[config.mk]
export PLATFORM = sky130hd
export DESIGN_NAME = ieq_top
export DESIGN_NICKNAME = d
export VERILOG_FILES = /design/src/verilog/ieq_pkg.sv /design/src/verilog/ieq_mem.sv /design/src/verilog/ieq_top.sv
export SDC_FILE = /design/constraint.sdc
export NUM_CORES = 1
export LEC_CHECK = 0
export BUFFER_PORTS_ARGS = -buffer_cell sky130_fd_sc_hd__buf_2
export CORE_ASPECT_RATIO = 1.1
export CORE_MARGIN = 8
export CORE_UTILIZATION = 25
export DETAILED_ROUTE_END_ITERATION = 8
export GPL_ROUTABILITY_DRIVEN = 1
export PLACE_DENSITY_LB_ADDON = 0.2
export REMOVE_ABC_BUFFERS = 1
export SETUP_SLACK_MARGIN = 0.4
export SLEW_MARGIN = 30
export SYNTH_ARGS = -nofsm -noshare
export SYNTH_HDL_FRONTEND = slang
export SYNTH_SLANG_ARGS = --single-unit
[constraint.sdc]
create_clock -name sys_clk -period 8.1 [get_ports sys_clk]
set_input_delay 1.215 -clock sys_clk [delete_from_list [all_inputs] [get_ports sys_clk]]
set_output_delay 1.215 -clock sys_clk [all_outputs]
set_load 0.005 [all_outputs]
[src/verilog/ieq_pkg.sv]
// Shared constants and types of the instrument error queue.
// Assumes one clock domain; all event strobes come from logic on that clock.
package ieq_pkg;

	////////////////////////////////////////////////////////////////////////////
	// Sizes and limits.
	localparam int            DEPTH   = 20;        // Queue capacity in entries.
	localparam int            CODE_W  = 16;        // Signed error code width.
	localparam logic [7:0]    HDR_MAX = 8'h0C;     // Longest header element, 12.
	localparam logic [15:0]   EXP_MAX = 16'h7D00;  // Largest exponent, 32000.
	localparam logic [9:0]    DIG_MAX = 10'h0FF;   // Most mantissa digits, 255.
	localparam logic [7:0]    STR_MAX = 8'h0C;     // Longest string parameter, 12.
	localparam logic [6:0]    TXT_LIM = 7'h50;     // Longest message text, 80.

	////////////////////////////////////////////////////////////////////////////
	// Error codes as 16-bit two's complement.
	localparam logic [15:0] C_NOERR = 16'h0000;  // +0
	localparam logic [15:0] C_GET   = 16'hFF97;  // -105
	localparam logic [15:0] C_HLEN  = 16'hFF90;  // -112
	localparam logic [15:0] C_HUND  = 16'hFF8F;  // -113
	localparam logic [15:0] C_NOVF  = 16'hFF85;  // -123
	localparam logic [15:0] C_NDIG  = 16'hFF84;  // -124
	localparam logic [15:0] C_TIGN  = 16'hFF2D;  // -211
	localparam logic [15:0] C_IIGN  = 16'hFF2B;  // -213
	localparam logic [15:0] C_TDLK  = 16'hFF2A;  // -214
	localparam logic [15:0] C_TMD   = 16'hFF21;  // -223
	localparam logic [15:0] C_STALE = 16'hFF1A;  // -230
	localparam logic [15:0] C_OVF   = 16'hFEA2;  // -350
	localparam logic [15:0] C_QINT  = 16'hFE66;  // -410
	localparam logic [15:0] C_QUNT  = 16'hFE5C;  // -420

	////////////////////////////////////////////////////////////////////////////
	// Error sources, lowest index has the highest push priority.
	localparam int NSRC = 13;
	localparam int S_GET = 0, S_HLEN = 1, S_HUND = 2, S_NOVF = 3, S_NDIG = 4;
	localparam int S_TIGN = 5, S_IIGN = 6, S_TDLK = 7, S_TMD = 8, S_STALE = 9;
	localparam int S_QINT = 10, S_QUNT = 11, S_EXT = 12;

	// Event strobes and qualifiers from the command parser and trigger logic.
	typedef struct packed {
		logic        hdrDone;
		logic        hdrKnown;
		logic [7:0]  hdrLen;
		logic        numDone;
		logic [15:0] expMag;
		logic [9:0]  sigDigits;
		logic        strDone;
		logic [7:0]  strLen;
		logic        getRcvd;
		logic        inString;
		logic        trgCmd;
		logic        waitTrig;
		logic        srcBus;
		logic        initCmd;
		logic        measDone;
		logic        devClear;
		logic        readQuery;
		logic        fetchQuery;
		logic        memEmpty;
		logic        dataCmd;
		logic        talkAddr;
		logic        obufDrained;
		logic        clsCmd;
		logic        rstCmd;
		logic        extPush;
		logic [15:0] extCode;
	} ieq_evt_s;

	// One character of the formatted answer.
	typedef struct packed {
		logic       valid;
		logic       last;
		logic [7:0] ch;
	} ieq_resp_s;

	// Message text, right-justified, len characters long.
	typedef struct packed {
		logic [6:0]   len;
		logic [255:0] str;
	} ieq_text_s;

	function automatic ieq_text_s ieq_mk(input logic [6:0] len, input logic [255:0] str);
		ieq_mk = '{len: len, str: str};
	endfunction : ieq_mk

	// Maps a code to its text; unknown codes get a generic text.
	function automatic ieq_text_s ieq_text(input logic [15:0] code);
		unique case (code)
			C_NOERR: ieq_text = ieq_mk(7'h08, "No error");
			C_GET:   ieq_text = ieq_mk(7'h0F, "GET not allowed");
			C_HLEN:  ieq_text = ieq_mk(7'h19, "Program mnemonic too long");
			C_HUND:  ieq_text = ieq_mk(7'h10, "Undefined header");
			C_NOVF:  ieq_text = ieq_mk(7'h10, "Numeric overflow");
			C_NDIG:  ieq_text = ieq_mk(7'h0F, "Too many digits");
			C_TIGN:  ieq_text = ieq_mk(7'h0F, "Trigger ignored");
			C_IIGN:  ieq_text = ieq_mk(7'h0C, "Init ignored");
			C_TDLK:  ieq_text = ieq_mk(7'h10, "Trigger deadlock");
			C_TMD:   ieq_text = ieq_mk(7'h0D, "Too much data");
			C_STALE: ieq_text = ieq_mk(7'h0A, "Data stale");
			C_OVF:   ieq_text = ieq_mk(7'h0F, "Too many errors");
			C_QINT:  ieq_text = ieq_mk(7'h11, "Query INTERRUPTED");
			C_QUNT:  ieq_text = ieq_mk(7'h12, "Query UNTERMINATED");
			default: ieq_text = ieq_mk(7'h0C, "Device error");
		endcase
	endfunction : ieq_text

endpackage : ieq_pkg

[src/verilog/ieq_mem.sv]
// Small storage array for the error queue entries.
// Read data come from a register one cycle after rdEn; a read and a write
// to the same address in one cycle return the old word.
`timescale 1ns/1ps
module ieq_mem #(
	parameter int DEPTH = 20,
	parameter int AW    = 5,
	parameter int DW    = 16
) (
	input  wire logic          clk,
	input  wire logic          wrEn,
	input  wire logic [AW-1:0] wrAddr,
	input  wire logic [DW-1:0] wrData,
	input  wire logic          rdEn,
	input  wire logic [AW-1:0] rdAddr,
	output logic      [DW-1:0] rdData
);

	logic [DW-1:0] mem [DEPTH];

	// Contents need no reset: occupancy is tracked by the owner.
	always_ff @(posedge clk) begin
		if (wrEn) begin
			mem[wrAddr] <= wrData;
		end
		if (rdEn) begin
			rdData <= mem[rdAddr];
		end
	end

endmodule : ieq_mem

[src/verilog/ieq_top.sv]
// Error queue of the remote command interface: detection, queue, answer.
// Assumes all inputs come from logic on sys_clk, so none is synchronised.
//
// Contract
// - Answers come out oldest entry first.
// - Error lamp on while queue holds entries.
// - One beep pulse per generated error.
// - Overflow replaces newest entry with too-many-errors.
// - After overflow, drop errors until a read.
// - Empty read answers +0 No error, unchanged.
// - Power-up and clear-status empty the queue.
// - Reset command leaves the queue alone.
// - Menu off after error level clears queue.
// - Each query pops one formatted entry.
// - Header element over 12 characters logs -112.
// - Unknown header logs -113.
// - Exponent above 32000 logs -123.
// - Over 255 significant digits logs -124.
// - Trigger inside command string logs -105.
// - Unexpected bus trigger logs -211.
// - Initiate while running refused, logs -213.
// - Read query with bus trigger logs -214.
// - String over 12 characters refused, logs -223.
// - Fetch with empty memory logs -230.
// - Data command on held output logs -410.
// - Talk with empty output logs -420.
`timescale 1ns/1ps
module ieq_top #(
	parameter int DEPTH = ieq_pkg::DEPTH,
	parameter int AW    = $clog2(DEPTH),
	parameter int CW    = $clog2(DEPTH + 1)
) (
	input  wire logic             sys_clk,
	input  wire logic             rst,
	input  wire ieq_pkg::ieq_evt_s evt,
	input  wire logic             errQuery,
	input  wire logic             menuErrLevel,
	input  wire logic             menuOff,
	output ieq_pkg::ieq_resp_s    resp,
	output logic                  errLamp,
	output logic                  beep,
	output logic      [CW-1:0]    errCount,
	output logic                  measRunning,
	output logic                  initAccept,
	output logic                  strAccept,
	output logic                  dataAccept,
	output logic                  obufHeld
);

	localparam int            NS   = ieq_pkg::NSRC;
	localparam logic [CW-1:0] FULL = CW'(DEPTH);
	localparam logic [AW-1:0] LAST = AW'(DEPTH - 1);

	typedef enum logic [7:0] {
		ST_IDLE  = 8'h01,
		ST_FETCH = 8'h02,
		ST_SIGN  = 8'h04,
		ST_DIG   = 8'h08,
		ST_COMMA = 8'h10,
		ST_OPEN  = 8'h20,
		ST_TEXT  = 8'h40,
		ST_CLOSE = 8'h80
	} ieq_state_e;

	// Ring pointer step, wrapping at the capacity.
	function automatic logic [AW-1:0] ptrNext(input logic [AW-1:0] p);
		ptrNext = (p == LAST) ? '0 : AW'(p + 1'b1);
	endfunction : ptrNext

	function automatic logic [AW-1:0] ptrPrev(input logic [AW-1:0] p);
		ptrPrev = (p == '0) ? LAST : AW'(p - 1'b1);
	endfunction : ptrPrev

	////////////////////////////////////////////////////////////////////////////
	// State.
	logic [NS-1:0] pend_q;
	logic [NS-1:0] pend_d;
	logic [15:0]   extCode_q;
	logic [AW-1:0] wrPtr_q;
	logic [AW-1:0] wrPtr_d;
	logic [AW-1:0] rdPtr_q;
	logic [AW-1:0] rdPtr_d;
	logic [CW-1:0] cnt_q;
	logic [CW-1:0] cnt_d;
	logic          lock_q;
	logic          lock_d;
	logic          menuSeen_q;
	logic          measRun_q;
	logic          obuf_q;
	ieq_state_e    st_q;
	ieq_state_e    st_d;
	logic [15:0]   code_q;
	logic [15:0]   code_d;
	logic [1:0]    digIdx_q;
	logic [1:0]    digIdx_d;
	logic [6:0]    txtIdx_q;
	logic [6:0]    txtIdx_d;
	ieq_pkg::ieq_resp_s respD;
	logic [15:0]   rdData;

	////////////////////////////////////////////////////////////////////////////
	// Error detection from parser and trigger events.
	logic [NS-1:0] detect;
	logic          busTrig;
	logic          initOk;
	logic          strOk;
	logic          dataOk;

	assign busTrig = (evt.getRcvd && !evt.inString) || evt.trgCmd;
	assign detect[ieq_pkg::S_GET]   = evt.getRcvd && evt.inString;
	assign detect[ieq_pkg::S_HLEN]  = evt.hdrDone && (evt.hdrLen > ieq_pkg::HDR_MAX);
	assign detect[ieq_pkg::S_HUND]  = evt.hdrDone && !evt.hdrKnown;
	assign detect[ieq_pkg::S_NOVF]  = evt.numDone && (evt.expMag > ieq_pkg::EXP_MAX);
	assign detect[ieq_pkg::S_NDIG]  = evt.numDone
		&& (evt.sigDigits > ieq_pkg::DIG_MAX);
	assign detect[ieq_pkg::S_TIGN]  = busTrig && (!evt.waitTrig || !evt.srcBus);
	assign detect[ieq_pkg::S_IIGN]  = evt.initCmd && measRun_q;
	assign detect[ieq_pkg::S_TDLK]  = evt.readQuery && evt.srcBus;
	assign detect[ieq_pkg::S_TMD]   = evt.strDone && (evt.strLen > ieq_pkg::STR_MAX);
	assign detect[ieq_pkg::S_STALE] = evt.fetchQuery && evt.memEmpty;
	assign detect[ieq_pkg::S_QINT]  = evt.dataCmd && obuf_q;
	assign detect[ieq_pkg::S_QUNT]  = evt.talkAddr && !obuf_q;
	assign detect[ieq_pkg::S_EXT]   = evt.extPush;

	// Commands that are refused do not get their accept strobe.
	assign initOk = evt.initCmd && !measRun_q;
	assign strOk  = evt.strDone && !detect[ieq_pkg::S_TMD];
	assign dataOk = evt.dataCmd && !obuf_q;

	////////////////////////////////////////////////////////////////////////////
	// Pending errors: several may fire in one cycle, one is pushed per cycle.
	logic [NS-1:0] pick;
	logic [15:0]   pickCode;
	logic          takeEn;
	logic          clrQ;

	assign pick   = pend_q & NS'(~pend_q + 1'b1);
	assign takeEn = (|pend_q) && !clrQ;
	// New detections win over the clearing of the entry being taken.
	assign pend_d = (pend_q & ~(takeEn ? pick : '0)) | detect;

	// One-hot source to code selection, one term per source.
	logic [15:0] codeTerm [NS];
	generate
		for (genvar i = 0; i < NS; i++) begin : g_code
			logic [15:0] srcCode;
			assign srcCode = (i == ieq_pkg::S_GET)   ? ieq_pkg::C_GET   :
			                 (i == ieq_pkg::S_HLEN)  ? ieq_pkg::C_HLEN  :
			                 (i == ieq_pkg::S_HUND)  ? ieq_pkg::C_HUND  :
			                 (i == ieq_pkg::S_NOVF)  ? ieq_pkg::C_NOVF  :
			                 (i == ieq_pkg::S_NDIG)  ? ieq_pkg::C_NDIG  :
			                 (i == ieq_pkg::S_TIGN)  ? ieq_pkg::C_TIGN  :
			                 (i == ieq_pkg::S_IIGN)  ? ieq_pkg::C_IIGN  :
			                 (i == ieq_pkg::S_TDLK)  ? ieq_pkg::C_TDLK  :
			                 (i == ieq_pkg::S_TMD)   ? ieq_pkg::C_TMD   :
			                 (i == ieq_pkg::S_STALE) ? ieq_pkg::C_STALE :
			                 (i == ieq_pkg::S_QINT)  ? ieq_pkg::C_QINT  :
			                 (i == ieq_pkg::S_QUNT)  ? ieq_pkg::C_QUNT  : extCode_q;
			if (i == 0) begin : g_first
				assign codeTerm[i] = pick[i] ? srcCode : '0;
			end else begin : g_rest
				assign codeTerm[i] = codeTerm[i-1] | (pick[i] ? srcCode : '0);
			end
		end
	endgenerate
	assign pickCode = codeTerm[NS-1];

	////////////////////////////////////////////////////////////////////////////
	// Queue bookkeeping.
	logic          qAccept;
	logic          popEn;
	logic          lockEff;
	logic [CW-1:0] cntEff;
	logic          storeEn;
	logic          ovfEn;
	logic          wrEn;
	logic [AW-1:0] wrAddr;
	logic [15:0]   wrData;

	// Clear-status and the menu clear empty it; the reset command does not.
	assign clrQ    = evt.clsCmd || (menuOff && menuSeen_q);
	assign qAccept = errQuery && (st_q == ST_IDLE);
	assign popEn   = qAccept && (cnt_q != '0) && !clrQ;
	// A read in the same cycle frees a slot before the push is placed.
	assign lockEff = lock_q && !popEn;
	assign cntEff  = CW'(cnt_q - popEn);
	assign storeEn = takeEn && !lockEff && (cntEff < FULL);
	assign ovfEn   = takeEn && !lockEff && (cntEff == FULL);
	assign wrEn    = storeEn || ovfEn;
	assign wrAddr  = ovfEn ? ptrPrev(wrPtr_q) : wrPtr_q;
	assign wrData  = ovfEn ? ieq_pkg::C_OVF : pickCode;

	assign cnt_d   = clrQ ? '0 : CW'(cntEff + storeEn);
	assign wrPtr_d = clrQ ? '0 : (storeEn ? ptrNext(wrPtr_q) : wrPtr_q);
	assign rdPtr_d = clrQ ? '0 : (popEn ? ptrNext(rdPtr_q) : rdPtr_q);
	assign lock_d  = clrQ ? 1'b0 : (ovfEn || lockEff);

	ieq_mem #(
		.DEPTH (DEPTH),
		.AW    (AW),
		.DW    (ieq_pkg::CODE_W)
	) u_mem (
		.clk    (sys_clk),
		.wrEn   (wrEn),
		.wrAddr (wrAddr),
		.wrData (wrData),
		.rdEn   (popEn),
		.rdAddr (rdPtr_q),
		.rdData (rdData)
	);

	////////////////////////////////////////////////////////////////////////////
	// Answer formatting: sign, decimal digits, comma, quoted text.
	logic [15:0]   mag;
	logic [9:0]    mag10;
	logic [3:0]    dHun;
	logic [3:0]    dTen;
	logic [3:0]    dOne;
	logic [3:0]    digSel;
	logic [1:0]    digTop;
	ieq_pkg::ieq_text_s txt;
	logic [6:0]    txtLen;
	logic [7:0]    txtPos;
	logic [255:0]  txtSh;

	// Codes are assumed below 1000 in magnitude; higher digits are lost.
	assign mag    = code_q[15] ? 16'(~code_q + 1'b1) : code_q;
	assign mag10  = mag[9:0];
	assign dHun   = 4'(mag10 / 10'h064);
	assign dTen   = 4'((mag10 / 10'h00A) % 10'h00A);
	assign dOne   = 4'(mag10 % 10'h00A);
	assign digTop = (mag10 >= 10'h064) ? 2'h2 : ((mag10 >= 10'h00A) ? 2'h1 : 2'h0);
	assign digSel = (digIdx_q == 2'h2) ? dHun : ((digIdx_q == 2'h1) ? dTen : dOne);
	assign txt    = ieq_pkg::ieq_text(code_q);
	assign txtLen = (txt.len > ieq_pkg::TXT_LIM) ? ieq_pkg::TXT_LIM : txt.len;
	assign txtPos = 8'(txtLen - txtIdx_q - 1'b1);
	assign txtSh  = txt.str >> {txtPos, 3'h0};

	// Sequencer, one character per cycle.
	always_comb begin
		st_d     = st_q;
		code_d   = code_q;
		digIdx_d = digIdx_q;
		txtIdx_d = txtIdx_q;
		respD    = '0;
		unique case (st_q)
			ST_IDLE: begin
				if (qAccept) begin
					// Empty queue answers the zero code without touching it.
					code_d = ieq_pkg::C_NOERR;
					st_d   = popEn ? ST_FETCH : ST_SIGN;
				end
			end
			ST_FETCH: begin
				code_d = rdData;
				st_d   = ST_SIGN;
			end
			ST_SIGN: begin
				respD    = '{valid: 1'b1, last: 1'b0, ch: code_q[15] ? 8'h2D : 8'h2B};
				digIdx_d = digTop;
				st_d     = ST_DIG;
			end
			ST_DIG: begin
				respD    = '{valid: 1'b1, last: 1'b0, ch: {4'h3, digSel}};
				digIdx_d = 2'(digIdx_q - 1'b1);
				st_d     = (digIdx_q == 2'h0) ? ST_COMMA : ST_DIG;
			end
			ST_COMMA: begin
				respD = '{valid: 1'b1, last: 1'b0, ch: 8'h2C};
				st_d  = ST_OPEN;
			end
			ST_OPEN: begin
				respD    = '{valid: 1'b1, last: 1'b0, ch: 8'h22};
				txtIdx_d = '0;
				st_d     = ST_TEXT;
			end
			ST_TEXT: begin
				respD    = '{valid: 1'b1, last: 1'b0, ch: txtSh[7:0]};
				txtIdx_d = 7'(txtIdx_q + 1'b1);
				st_d     = (txtIdx_q == 7'(txtLen - 1'b1)) ? ST_CLOSE : ST_TEXT;
			end
			ST_CLOSE: begin
				respD = '{valid: 1'b1, last: 1'b1, ch: 8'h22};
				st_d  = ST_IDLE;
			end
		endcase
	end

	////////////////////////////////////////////////////////////////////////////
	// Queue and pending registers; power-up reset empties everything.
	always_ff @(posedge sys_clk) begin
		if (rst) begin
			pend_q  <= '0;
			wrPtr_q <= '0;
			rdPtr_q <= '0;
			cnt_q   <= '0;
			lock_q  <= 1'b0;
		end else begin
			pend_q  <= pend_d;
			wrPtr_q <= wrPtr_d;
			rdPtr_q <= rdPtr_d;
			cnt_q   <= cnt_d;
			lock_q  <= lock_d;
		end
	end

	// The last external code is kept until its entry is pushed.
	always_ff @(posedge sys_clk) begin
		if (rst) begin
			extCode_q <= '0;
		end else if (evt.extPush) begin
			extCode_q <= evt.extCode;
		end
	end

	// Menu tracking, measurement state and output-buffer occupancy.
	always_ff @(posedge sys_clk) begin
		if (rst) begin
			menuSeen_q <= 1'b0;
			measRun_q  <= 1'b0;
			obuf_q     <= 1'b0;
		end else begin
			menuSeen_q <= menuErrLevel || (menuSeen_q && !menuOff);
			// Device clear halts a measurement and returns to idle.
			measRun_q  <= initOk || (measRun_q && !evt.measDone && !evt.devClear);
			// Held data survive later data commands; reset or drain frees them.
			obuf_q     <= dataOk || (obuf_q && !evt.rstCmd && !evt.obufDrained);
		end
	end

	// Answer sequencer registers.
	always_ff @(posedge sys_clk) begin
		if (rst) begin
			st_q     <= ST_IDLE;
			code_q   <= '0;
			digIdx_q <= '0;
			txtIdx_q <= '0;
		end else begin
			st_q     <= st_d;
			code_q   <= code_d;
			digIdx_q <= digIdx_d;
			txtIdx_q <= txtIdx_d;
		end
	end

	// All outputs are registered.
	always_ff @(posedge sys_clk) begin
		if (rst) begin
			resp        <= '0;
			errLamp     <= 1'b0;
			beep        <= 1'b0;
			errCount    <= '0;
			measRunning <= 1'b0;
			initAccept  <= 1'b0;
			strAccept   <= 1'b0;
			dataAccept  <= 1'b0;
			obufHeld    <= 1'b0;
		end else begin
			resp        <= respD;
			errLamp     <= (cnt_d != '0);
			beep        <= takeEn;
			errCount    <= cnt_d;
			measRunning <= initOk || (measRun_q && !evt.measDone && !evt.devClear);
			initAccept  <= initOk;
			strAccept   <= strOk;
			dataAccept  <= dataOk;
			obufHeld    <= dataOk || (obuf_q && !evt.rstCmd && !evt.obufDrained);
		end
	end

endmodule : ieq_top

==> summary.txt <==
Run status
  – Outcome: finished, final reports clean

Cells and area
  – Final non-filler cell total: 3243
  – Nets: 2146
  – Share of layout cells above drive strength 1: 0.190
  – Cell area after layout: 0.0259 mm²
  – Antenna Cells: 0
  – Area grow syn2layout: 15.0%

Setup path
  – Delay of the slowest critical-path stage: 0.83 ns
  – Slowest CP cell: nor4_1
  – WP buf/inv: 0
  – Worst setup SP type: register
  – Critical path origin: code_q[4]
  – Largest delay share family, worst path: simple AND/OR/NAND/NOR gates
  – WS Path Type: reg -> reg
  – CP cell instances: or2_2, nor4_1, nand3_1, nand3_1, nor4_2, or3_1, ha_1, nor2b_1, o21ai_0, nand2b_1, xnor2_1, o41ai_1, a31oi_1, or3_1, o2111ai_1, a2bb2oi_1, o211ai_1
  – CP Capture Type: register
  – Worst Path Required: 8.56 ns
  – Worst Path Arrival: 6.95 ns
  – Crit-path max FO: 22
  – Worst reg2reg path startpoint: code_q[4]

Detailed routing
  – Avg WL per Cell: 21.1 µm
  – Via/cell ratio: 5.17
  – Post-Route WL: 68.6 mm
  – Routed via count: 16800
  – DR iter-0 viols: 1318
  – DRT antenna net count: 0
  – DR pass1 iterations: 5
  – Residual DRC count: 0

Synth
  – Synth async-reset ratio: 0
  – Area fraction of the dominant cell type after synthesis: 0.448
  – Synth warn: 0
  – Synth cell types: 109
  – Syn Area/Cell: 11.5 µm²
  – Synthesized area: 0.0225 mm²
  – Sequential area share after synthesis: 0.532
  – Post-synth top cells: edfxtp_1, nor2_1, nand2_1
  – Top-count cell post-synth: edfxtp_1
  – Largest area contributor in the netlist: edfxtp_1
  – Post-synth EDFFs: 336
  – Syn Inst Count: 1962
  – Top cells by area, synth: edfxtp_1, mux4_2, dfxtp_1
  – Synthesized flop and latch total: 431
  – Synth Flop Type: edfxtp_1

STA
  – Final setup vio count: 0
  – Max Clock Freq: 154 MHz
  – RSZ-0062 raised after global routing: no
  – Slew HR: 0.311
  – Clk_skew: 0.0541 ns
  – Crit share post-route: 0.801
  – Max Slew Vio Count: 0
  – Final setup TNS: 0 ns
  – Worst slew pin tran: 1.03 ns
  – Tmin final: 6.49 ns
  – Hold Vio Cnt, Final: 0

Global route
  – Vias in the first global route: 16900
  – Largest net degree at the start of global routing: 51
  – GRT Util Overall: 0.134
  – Antenna violations before repair: 0
  – First-pass GRT wire length: 104 mm
  – Total global routing overflow: 0

Placement
  – Area post-placement: 0.0245 mm²
  – Port bufs: 96
  – Placer Congestion: 0.863
  – Detailed placement HPWL: 46.8 mm
  – Placed Instances: 3160

Clock tree
  – # hold bufs at CTS: 0
  – Clk slew on worst S/H paths: 0.06 ns
  – Clock Latency Late Sink: 0.59 ns
  – CTS tree: built
  – Root Buffer: clkbuf_16
  – Clk buf depth: 3
  – Total CTS buffers: 45
  – Setup repair bufs after CTS: 0
  – # H-tree levels: 2
  – Post_cts resized: 0
  – CTS Sinks: 431

Floorplan
  – Die X: 302 µm
  – Core area: 0.0894 mm²
  – Die Span Y: 331 µm
  – Num rows: 115
  – Io pins: 106
  – Initial core utilization: 0.252
  – Die Area: 0.100 mm²

Hold path
  – Worst Hold Launch: lock_q
  – Worst hold path type: reg -> reg

Power and ir drop
  – P_leak: 8.72 nW
  – Pwr dens: 180 mW/mm²
  – Worst-case vdd ir drop: 0.172 mV

Run
  – Max-Cap Viols: 0
stage by stage:
step,setup WS [ns],hold slack [ns],utilization,power [mW]
after floorplan,1.54,0.443,-,2.63
after global placement,1.78,0.474,0.274,2.73
after detailed placement,1.76,0.483,0.274,2.74
after CTS,1.79,0.489,0.290,4.74
after global routing,1.32,0.516,0.290,4.84
final,1.61,0.489,0.290,4.67
power breakdown:
part	switching, mW	total (mW)	internal (mW)
sequential	0.0164	2.45	2.44
combinational	0.159	0.240	0.0809
clock	0.886	1.98	1.09
layout make-up:
class | instances | area, µm²
fill | 9134 | 63400
sequential | 431 | 12000
multi-input combinational | 1358 | 9950
tap | 1170 | 1460
clock buffer | 50 | 1140
timing repair buffer | 157 | 938
clock inverter | 33 | 264
inverter | 44 | 165
sequential cells by signal (all words and copies together) (netlist names), 2 cells and up:
register,count
code_q,16
rdPtr_q,5
u_mem.rdData,16
wrPtr_q,5
errCount,5
u_mem.mem,320
resp,9
extCode_q,16
digIdx_q,2
txtIdx_q,7
st_q,8
pend_q,13
worst paths after layout:
check,slack [ns],to,cells past startpoint
max,1.61,resp[1],17
min,0.49,lock_q,2
max reg2reg,1.61,resp[1],17
min reg2reg,0.49,lock_q,2
cells by family (layout without fill, tap and decap cells):
logic type | after synthesis | in the layout | share of synthesized area
and+or+nand+nor | 742 | 742 | 0.163
AOI/OAI and AO/OA | 432 | 432 | 0.137
DFF | 431 | 431 | 0.532
buffers and inverters | 173 | 284 | 0.0321
muxes | 126 | 126 | 0.109
xor gates and xnor gates | 30 | 30 | 0.0117
adders and majority gates | 27 | 27 | 0.0151
other | 1 | 1 | 0.000166
layout by cell type, fill, tap and decap left out, types with 11 or more instances in the layout:
master,Yosys,layout
edfxtp_1,336,336
nand2_1,196,196
nor2_1,201,184
a21oi_1,97,96
mux4_2,96,96
buf_2,21,96
dfxtp_1,95,93
o21ai_0,73,73
nand3_1,63,63
buf_4,3,61
nor3_1,51,48
clkbuf_16,0,45
inv_1,41,41
nor4_1,36,34
nand4_1,32,32
mux2i_1,28,28
nor2b_1,27,27
a31oi_1,24,24
ha_1,24,24
o211ai_1,23,23
a22oi_1,23,23
nand2b_1,21,21
clkinv_1,2,19
xnor2_1,19,17
and2_1,17,17
nor2_2,2,17
a21o_1,15,15
and3_1,14,14
or3_1,14,14
o31ai_1,14,14
nor3b_1,13,11
xor2_1,11,11
o22ai_1,11,11
metal layers:
layer,wire length (µm),GRT usage,vias to the layer above,part of all wire
li1,-,-,7754,-
met1,30000,0.172,8462,0.44
met2,34200,0.235,428,0.50
met3,2600,0.0163,114,0.038
met4,1760,0.0389,0,0.026
met5,0,0,-,0
worst min-delay path: cells and delay by family, from the launching register on:
kind,cells,cell delay (ns)
flip-flops,1,0.32
AND/OR/NAND/NOR,1,0.07
AO/OA/AOI/OAI,1,0.06
Note: power is estimated with default switching activity, not from simulation.
